## config.mk

```make
export PLATFORM = sky130hd
export DESIGN_NAME = pcc_dev_flat
export DESIGN_NICKNAME = d
export VERILOG_FILES = /design/src/core/pcc_pkg.sv /design/src/core/pcc_status_if.sv /design/src/core/pcc_dev.sv /design/src/flat_wrapper.sv
export SDC_FILE = /design/constraint.sdc
export NUM_CORES = 1
export LEC_CHECK = 0
export ABC_AREA = 1
export BUFFER_PORTS_ARGS = -buffer_cell sky130_fd_sc_hd__buf_2
export CAP_MARGIN = 10
export CORE_MARGIN = 10
export CORE_UTILIZATION = 35
export CTS_BUF_LIST = sky130_fd_sc_hd__clkbuf_4 sky130_fd_sc_hd__clkbuf_8
export CTS_CLUSTER_SIZE = 20
export DETAILED_ROUTE_END_ITERATION = 12
export HOLD_SLACK_MARGIN = 0.05
export PLACE_DENSITY = 0.59
export SYNTH_ARGS = -nofsm -noshare
export SYNTH_HDL_FRONTEND = slang
export SYNTH_SLANG_ARGS = --single-unit
export TNS_END_PERCENT = 100
```

## constraint.sdc

```tcl
create_clock -name i_clock -period 2 [get_ports i_clock]
set_input_delay 0.2 -clock i_clock [delete_from_list [all_inputs] [get_ports i_clock]]
set_output_delay 0.2 -clock i_clock [all_outputs]
set_load 0.005 [all_outputs]
```

## src/core/pcc_pkg.sv

```systemverilog
// Shared constants for the configuration control status export.
// Assumes one user clock; both ends import this package whole.
package pcc_pkg;

  //////////////////////////////////////////////////////////////////////
  // Configuration space layout (dword indices)
  localparam logic [9:0] PCC_CMD_DW = 10'h001;
  localparam logic [9:0] PCC_CAP_DW = 10'h01c;
  localparam logic [9:0] PCC_DCTL_OFS = 10'h002;

  // Field positions
  localparam int PCC_MPS_LSB = 5;
  localparam int PCC_MRRS_LSB = 12;
  localparam int PCC_IO_BIT = 0;
  localparam int PCC_MEM_BIT = 1;
  localparam int PCC_BME_BIT = 2;
  localparam int PCC_INTX_BIT = 10;

  // Reset values and writable masks
  localparam logic [15:0] PCC_CMD_RST = 16'h0000;
  localparam logic [15:0] PCC_CMD_WMASK = 16'h0547;
  localparam logic [15:0] PCC_DCTL_RST = 16'h2810;
  localparam logic [15:0] PCC_DCTL_WMASK = 16'h7fff;

  // Size codes
  localparam logic [2:0] PCC_SIZE_MAX = 3'h5;
  localparam logic [12:0] PCC_SIZE_BASE = 13'h0080;

  //////////////////////////////////////////////////////////////////////
  // Application register map (byte offsets)
  localparam logic [11:0] PCC_A_LIMITS = 12'h000;
  localparam logic [11:0] PCC_A_BYTES = 12'h004;
  localparam logic [11:0] PCC_A_REQ = 12'h008;
  localparam logic [11:0] PCC_A_RESULT = 12'h00c;

  // Request kinds
  typedef enum logic [1:0]
  {
    PCC_K_MWR = 2'b00,
    PCC_K_MRD = 2'b01,
    PCC_K_CPL = 2'b10,
    PCC_K_RX = 2'b11
  } pcc_kind_t;

  // Size code to byte limit
  function automatic logic [12:0] pcc_bytes(input logic [2:0] code);
    pcc_bytes = PCC_SIZE_BASE << code;
  endfunction : pcc_bytes

endpackage : pcc_pkg

```

## src/core/pcc_status_if.sv

```systemverilog
// Status carrier between the endpoint end and the application end.
// Assumes both ends run on the same user clock.
`timescale 1ns/1ps
interface pcc_status_if;
  logic [2:0] max_payload;
  logic [2:0] max_read_req;
  logic [7:0] func_status;

  modport dev
  (
    output max_payload,
    output max_read_req,
    output func_status
  );

  modport app
  (
    input max_payload,
    input max_read_req,
    input func_status
  );
endinterface : pcc_status_if

```

## src/core/pcc_dev.sv

```systemverilog
// Endpoint end: holds Command and Device Control per function and
// exports the control settings as registered sideband status.
// Assumes configuration software accesses arrive on the plain port,
// one request per cycle, in the user clock domain.
//
// Functional notes
// - Payload size out mirrors Device Control 7:5
// - Payload code 000b 128 bytes, 101b 4096
// - Application accepts TLPs up to payload size; receives here are also capped at RX_BUF_BYTES
// - Application never sends payload above limit
// - Read request size mirrors Device Control 14:12
// - Read code 000b 128 bytes, 101b 4096
// - Application never requests reads above limit
// - Eight bit function status from Command
// - Bits 3:0 function 0 enables
// - Bits 7:4 function 1 enables
// - Application gates sent traffic on function enables; receive checks ignore them
//
// Design decisions made here: the plain configuration port to the registers and the placing of the registers.
`timescale 1ns/1ps
module pcc_dev
  import pcc_pkg::*;
#(
  parameter int NUM_FUNC = 2,
  parameter int SIZE_FUNC = 0
)
(
  // Clock and reset
  input wire logic i_clock,
  input wire logic i_reset_n,
  // Configuration access port
  input wire logic i_cfg_req,
  input wire logic i_cfg_wr,
  input wire logic i_cfg_func,
  input wire logic [9:0] i_cfg_dw,
  input wire logic [3:0] i_cfg_be,
  input wire logic [31:0] i_cfg_wdata,
  output logic o_cfg_ack,
  output logic [31:0] o_cfg_rdata,
  // Status carrier
  pcc_status_if.dev st
);

  //////////////////////////////////////////////////////////////////////
  // Storage
  logic [15:0] cmd_q [NUM_FUNC];
  logic [15:0] cmd_d [NUM_FUNC];
  logic [15:0] dctl_q [NUM_FUNC];
  logic [15:0] dctl_d [NUM_FUNC];
  logic [2:0] mps_q;
  logic [2:0] mrrs_q;
  logic [7:0] fstat_q;
  logic ack_q;
  logic [31:0] rdata_q;
  logic hit_cmd;
  logic hit_dctl;
  logic [31:0] rdata_d;

  //////////////////////////////////////////////////////////////////////
  // Helpers

  // Merge a byte-enabled write into a 16-bit register
  function automatic logic [15:0] merge16
  (
    input logic [15:0] old,
    input logic [15:0] wdat,
    input logic [1:0] be,
    input logic [15:0] wmask
  );
    logic [15:0] lane;
    lane = {{8{be[1]}}, {8{be[0]}}} & wmask;
    merge16 = (old & ~lane) | (wdat & lane);
  endfunction : merge16

  // Reserved size codes keep the old setting, so the far end never
  // sees a limit outside the defined ladder
  function automatic logic [2:0] keep_size
  (
    input logic [2:0] old,
    input logic [2:0] nxt
  );
    keep_size = (nxt > PCC_SIZE_MAX) ? old : nxt;
  endfunction : keep_size

  // Four enables of one function in status order
  function automatic logic [3:0] enables(input logic [15:0] cmd);
    enables = {cmd[PCC_INTX_BIT], cmd[PCC_BME_BIT],
               cmd[PCC_MEM_BIT], cmd[PCC_IO_BIT]};
  endfunction : enables

  //////////////////////////////////////////////////////////////////////
  // Decode
  always_comb
  begin
    hit_cmd = i_cfg_req && (i_cfg_dw == PCC_CMD_DW);
    hit_dctl = i_cfg_req && (i_cfg_dw == (PCC_CAP_DW + PCC_DCTL_OFS));
  end

  //////////////////////////////////////////////////////////////////////
  // Next register values
  always_comb
  begin
    for (int f = 0; f < NUM_FUNC; f++)
    begin
      cmd_d[f] = cmd_q[f];
      dctl_d[f] = dctl_q[f];
      if (i_cfg_wr && (int'(i_cfg_func) == f))
      begin
        if (hit_cmd)
        begin
          cmd_d[f] = merge16(cmd_q[f], i_cfg_wdata[15:0],
                             i_cfg_be[1:0], PCC_CMD_WMASK);
        end
        if (hit_dctl)
        begin
          dctl_d[f] = merge16(dctl_q[f], i_cfg_wdata[15:0],
                              i_cfg_be[1:0], PCC_DCTL_WMASK);
          dctl_d[f][PCC_MPS_LSB +: 3] = keep_size(
            dctl_q[f][PCC_MPS_LSB +: 3], dctl_d[f][PCC_MPS_LSB +: 3]);
          dctl_d[f][PCC_MRRS_LSB +: 3] = keep_size(
            dctl_q[f][PCC_MRRS_LSB +: 3], dctl_d[f][PCC_MRRS_LSB +: 3]);
        end
      end
    end
  end

  //////////////////////////////////////////////////////////////////////
  // Register storage
  always_ff @(posedge i_clock)
  begin
    for (int f = 0; f < NUM_FUNC; f++)
    begin
      if (!i_reset_n)
      begin
        cmd_q[f] <= PCC_CMD_RST;
        dctl_q[f] <= PCC_DCTL_RST;
      end
      else
      begin
        cmd_q[f] <= cmd_d[f];
        dctl_q[f] <= dctl_d[f];
      end
    end
  end

  //////////////////////////////////////////////////////////////////////
  // Exported status, taken from next values so it moves on the same
  // edge as the register it mirrors
  always_ff @(posedge i_clock)
  begin
    if (!i_reset_n)
    begin
      mps_q <= PCC_DCTL_RST[PCC_MPS_LSB +: 3];
      mrrs_q <= PCC_DCTL_RST[PCC_MRRS_LSB +: 3];
    end
    else
    begin
      mps_q <= dctl_d[SIZE_FUNC][PCC_MPS_LSB +: 3];
      mrrs_q <= dctl_d[SIZE_FUNC][PCC_MRRS_LSB +: 3];
    end
  end

  always_ff @(posedge i_clock)
  begin
    if (!i_reset_n)
    begin
      fstat_q <= {enables(PCC_CMD_RST), enables(PCC_CMD_RST)};
    end
    else
    begin
      fstat_q[3:0] <= enables(cmd_d[0]);
      fstat_q[7:4] <= enables(cmd_d[1]);
    end
  end

  //////////////////////////////////////////////////////////////////////
  // Read path
  always_comb
  begin
    rdata_d = 32'h0000_0000;
    if (hit_cmd)
    begin
      rdata_d[15:0] = cmd_q[i_cfg_func];
    end
    else if (hit_dctl)
    begin
      rdata_d[15:0] = dctl_q[i_cfg_func];
    end
  end

  // Every access is answered one cycle later; unmapped dwords read 0
  always_ff @(posedge i_clock)
  begin
    if (!i_reset_n)
    begin
      ack_q <= 1'b0;
      rdata_q <= 32'h0000_0000;
    end
    else
    begin
      ack_q <= i_cfg_req;
      rdata_q <= (i_cfg_req && !i_cfg_wr) ? rdata_d : 32'h0000_0000;
    end
  end

  //////////////////////////////////////////////////////////////////////
  // Outputs
  assign o_cfg_ack = ack_q;
  assign o_cfg_rdata = rdata_q;
  assign st.max_payload = mps_q;
  assign st.max_read_req = mrrs_q;
  assign st.func_status = fstat_q;

endmodule : pcc_dev

```

## src/flat_wrapper.sv

```systemverilog
// flat-port wrapper written by rule: the top's interface ports become plain ports
module pcc_dev_flat import pcc_pkg::*;
#(
  parameter int NUM_FUNC = 2,
  parameter int SIZE_FUNC = 0
)
  (i_clock, i_reset_n, i_cfg_req, i_cfg_wr, i_cfg_func, i_cfg_dw, i_cfg_be, i_cfg_wdata, o_cfg_ack, o_cfg_rdata, st_max_payload, st_max_read_req, st_func_status);
  pcc_status_if st_i ();
  input wire logic i_clock;
  input wire logic i_reset_n;
  input wire logic i_cfg_req;
  input wire logic i_cfg_wr;
  input wire logic i_cfg_func;
  input wire logic [9:0] i_cfg_dw;
  input wire logic [3:0] i_cfg_be;
  input wire logic [31:0] i_cfg_wdata;
  output logic o_cfg_ack;
  output logic [31:0] o_cfg_rdata;
  output wire logic [$bits(st_i.max_payload)-1:0] st_max_payload;
  output wire logic [$bits(st_i.max_read_req)-1:0] st_max_read_req;
  output wire logic [$bits(st_i.func_status)-1:0] st_func_status;
  assign st_max_payload = st_i.max_payload;
  assign st_max_read_req = st_i.max_read_req;
  assign st_func_status = st_i.func_status;
  pcc_dev #(.NUM_FUNC(NUM_FUNC), .SIZE_FUNC(SIZE_FUNC)) u_core (.i_clock(i_clock), .i_reset_n(i_reset_n), .i_cfg_req(i_cfg_req), .i_cfg_wr(i_cfg_wr), .i_cfg_func(i_cfg_func), .i_cfg_dw(i_cfg_dw), .i_cfg_be(i_cfg_be), .i_cfg_wdata(i_cfg_wdata), .o_cfg_ack(o_cfg_ack), .o_cfg_rdata(o_cfg_rdata), .st(st_i));
endmodule
```

## After elaboration in Yosys (flattened, before gate mapping)

Memory sizes are Yosys's and may differ from the RTL's.
Index checks and enable logic that the tools add are counted.

| word-level totals | value |
|---|---|
| RAM bits | 64 |
| register bits | 47 |
| memory bits (read-only) | 0 |
| bits in latches | 0 |
| memories | 2 |
| bits of input ports | 51 |

Memory list:

| memory | depth | width | rd ports | clocked after Yosys merged registers in | write ports | line | RTL |
|---|---|---|---|---|---|---|---|
| u_core.cmd_q | 2 | 16 | 3 | 0 | 2 | pcc_dev.sv:46 | `logic [15:0] cmd_q [NUM_FUNC];` |
| u_core.dctl_q | 2 | 16 | 3 | 0 | 2 | pcc_dev.sv:48 | `logic [15:0] dctl_q [NUM_FUNC];` |

| operators by class | value |
|---|---|
| multiplexer cells | 20 |
| reduce and logical (&&, ||, !) cells | 7 |
| div/mod/pow operators | 0 |
| multiply operators | 0 |
| equal/unequal tests | 2 |
| shifts and indexed selects | 0 |
| $add $sub $neg | 0 |
| $lt $le $gt $ge | 4 |
| bitwise logic cells | 17 |

Operators by type and width:

| operator | count |
|---|---|
| 16-bit two-way mux | 14 |
| 16-bit bitwise AND | 4 |
| 16-bit bitwise OR | 4 |
| 16-bit by 11-bit bitwise AND with 16-bit output | 1 |
| 16-bit by 15-bit bitwise AND with 16-bit output | 1 |
| 11-bit inverter with 16-bit output | 1 |
| 15-bit inverter with 16-bit output | 1 |
| 3-bit greater-than comparator, second input constant | 4 |
| 3-bit two-way mux | 4 |
| 10-bit by 1-bit == test with 1-bit output, second input constant | 1 |
| 10-bit by 5-bit == test with 1-bit output, second input constant | 1 |
| 1-bit logical AND | 5 |
| 1-bit bitwise OR | 4 |
| 1-bit two-way mux | 2 |
| 2-bit AND reduction | 1 |
| 1-bit zero test | 1 |
| 1-bit inverter | 1 |

## Longest topological paths before layout

| logic depth | value |
|---|---|
| word-level depth | 8 |
| depth in mapped cells | 9 |

## Least setup slack after synthesis

Ideal clock, no wire load.

| timing | value |
|---|---|
| kind | input to register |
| start point | in i_cfg_dw[7] |
| end point | reg (tool-made name) |
| stages on the path | 8 |
| required time | 1.872 ns |
| path slack | 0.859 ns |
| arrival time | 1.013 ns |
| cells stage by stage | nor2_1 -> nand2_1 -> nor2_4 -> nand3_4 -> nor2_4 -> nand2_1 -> o21ai_0 -> nor2_1 |

RTL lines:

| item | line | RTL |
|---|---|---|
| start: declaration | flat_wrapper.sv:14 | `input wire logic [9:0] i_cfg_dw;` |

==> metrics.yaml <==
clock_tree:
  clock_sinks: 58
  clockBufferDepth: 2
  cts_root_buffer: "clkbuf_8"
  hold_buffers: 0
  cts_setup_buffers: 0
  clk_pin_slew_worst_paths_ns: 0.06
  clk_latency_ns: 0.33
  cts_tree: "yes"
  numCtsBuffers: 9
  ctsResizeCount: 0
  cts.htree.levels: 3
synthesis:
  synth_warnings: 0
  synth_top_area_share_pct: 38.9
  yosys-top-cells-area: "dfxtp_1, nand2_1, buf_4, inv_1, nor2_1"
  synth_edf_count: 0
  synth_ff_type: "dfxtp_1"
  synth_seq_area_share_pct: 38.9
  avgSynthCellArea_sq_um: 6.82
  ys_seq_elements: 58
  synthArstFlopShare_pct: 0
  syn_inst: 438
  netlist_top_cells_count: "nand2_1, dfxtp_1, inv_1, nor2_1, buf_4"
  yosys.cell_types.count: 23
  syn-cell-area_sq_mm: 0.00299
  yosysMostFrequentCell: "nand2_1"
  yosys.area.top_type: "dfxtp_1"
worst_setup_path:
  cp.arrival_ns: 1.54
  critical_path.top_delay_family: "compound AO/OA/AOI/OAI gates"
  cp_max_fo: 4
  critPathBufInv: 1
  critical_path_required_ns: 2.26
  crit_path_top_delay_cell: "dfxtp_1"
  end_kind: "flop"
  rrSetupSlack_ns: 0.72
  crit_top_cell: "nand2_1"
  critPathLaunchType: "flop"
  path_cells: "inv_1 > o21ai_0 > nand2_1 > nand4_1 > nand2_1 > a21oi_1"
  critical_path_class: "flop to flop"
  cpPeakStageDelay_ns: 0.35
global_route:
  grt_use_total_pct: 12.3
  gr-max-usage-layer: "met2"
  met1_usage_pct: 15.8
  first_global_vias: 2600
  groute.layer.met2.usage_pct: 18.6
  overflow: 0
  grt_first_pass_wirelength_microns: 12900
  antenna_found_initial: 0
  grt_max_degree: 27
  met3_usage_pct: 3.89
pwr:
  p_comb_share_pct: 7.2
  p_sw_w: 0.000570
  p_int_w: 0.00183
  total_power_w: 0.00240
  switching_share_pct: 23.7
  p_per_area_mw_per_mm2: 701
  max-vdd-ir-drop_mv: 0.360
  leakage_nw: 1.65
  power.share.sequential_pct: 48.1
  power_frac_clock_pct: 44.6
sta:
  setup_viol: 0
  min_period_over_period_pct: 63.9
  clock.fmax_ghz: 0.782
  period_needed_ns: 1.28
  drv_slew: 0
  rsz0062_at_grt: "false"
  layout_setup_ws_ns: 0.722
  hold_viol_final: 0
  finalSetupTns_ns: 0
  skew_ns: 0.0116
job:
  cap_violations: 0
floorplan:
  die_y_microns: 112
  die-area_sq_mm: 0.0126
  ios: 98
  start_util_pct: 36.2
  core-area_sq_mm: 0.00826
  dieWidth_microns: 112
  rows: 33
final_layout:
  diodes: 0
  syn_to_final_growth_pct: 14.7
  final_cell_area_sq_mm: 0.00343
  nets: 540
  seq_area_sq_mm: 0.00116
  instances_no_fill: 598
  multi_input_area_sq_mm: 0.00139
  n_fill_cell: 879
  drive_gt1_share_pct: 21.3
placed_design:
  dpl_cell_area_sq_mm: 0.00324
  gp_congestion: 0.802
  placedCellCount: 583
  io_buffer_count: 61
  hpwl_microns: 5960
  post-place-ws_ns: 0.487
detailed_routing:
  wl_per_cell_microns: 13.3
  drtIter0Drc: 125
  drc: 0
  drt_wl_total_microns: 7940
  routed_via_density: 4.60
  dr.pass1.iters: 4
  final_antenna_net_count: 0
  vias: 2749
hold_path:
  hp-class: "primary input to flop"
status:
  status: "completed"
==> cell type report <==
cell class | count | area share [%]
Clock buffer | 12 | 4.45
Clock inverter | 3 | 1.17
Inverter | 51 | 5.58
Multi-Input combinational cell | 301 | 40.7
Sequential cell | 58 | 33.9
Timing Repair Buffer | 68 | 10.4
Tap cell | 105 | 3.83
==> per-layer routing <==
metal,vias to the layer above,routed length [microns]
met5,-,0
met4,0,92
met3,5,568
met2,88,3530
met1,1228,3750
li1,1428,-
==> stage by stage <==
| stage | utilization [%] | hold slack (ns) |
|---|---|---|
| after floorplan | - | 0.311 |
| final | 41.5 | 0.105 |
| after global placement | 39.2 | 0.431 |
| after detailed placement | 39.2 | 0.432 |
| after CTS | 41.5 | 0.0860 |
| after global routing | 41.5 | 0.0962 |
==> worst paths after layout <==
check	startpoint	endpoint	cells after the start
setup / recovery	u_core.dctl_q[0][14]	u_core.dctl_q[0][14]	6
hold reg to reg	flop	u_core.o_cfg_rdata[5]	2
setup reg to reg	u_core.dctl_q[0][14]	u_core.dctl_q[0][14]	6
hold / removal	i_cfg_wdata[11]	flop	3
==> kinds of logic after synthesis <==
logic type	count (synthesis)	synth area share (%)
DFF	58	38.9
AOI/OAI and AO/OA	55	9.21
other	1	0.126
buffers and inverters	95	16.5
and+or+nand+nor	229	35.3
==> cell usage in the layout (no fill, tap or decap), drive strengths merged <==
| master | n |
|---|---|
| nand3b | 2 |
| nand3 | 32 |
| a21oi | 31 |
| conb | 17 |
| nand2 | 131 |
| nor4 | 2 |
| buf | 68 |
| inv | 50 |
| clkbuf | 12 |
| bufinv | 1 |
| nor2 | 54 |
| dfxtp | 58 |
| clkinv | 3 |
| o21ai | 24 |
| nand4 | 6 |
| nor3 | 2 |
==> tightest hold or removal path, cell delays in order <==
cell and delay, ns:
buf_2 0.10, nand2_1 0.05, nand3_1 0.05
==> power groups by stage <==
stage / clock network, W / registers [W] / logic [W]
detailed placement: 0 / 0.00118 / 0.000170
global placement: 0 / 0.00118 / 0.000170
CTS: 0.00110 / 0.00116 / 0.000171
finish: 0.00107 / 0.00116 / 0.000173
floorplan: 0 / 0.00118 / 0.000123
global route: 0.00115 / 0.00116 / 0.000195
Power figures use the tool's default switching activity.
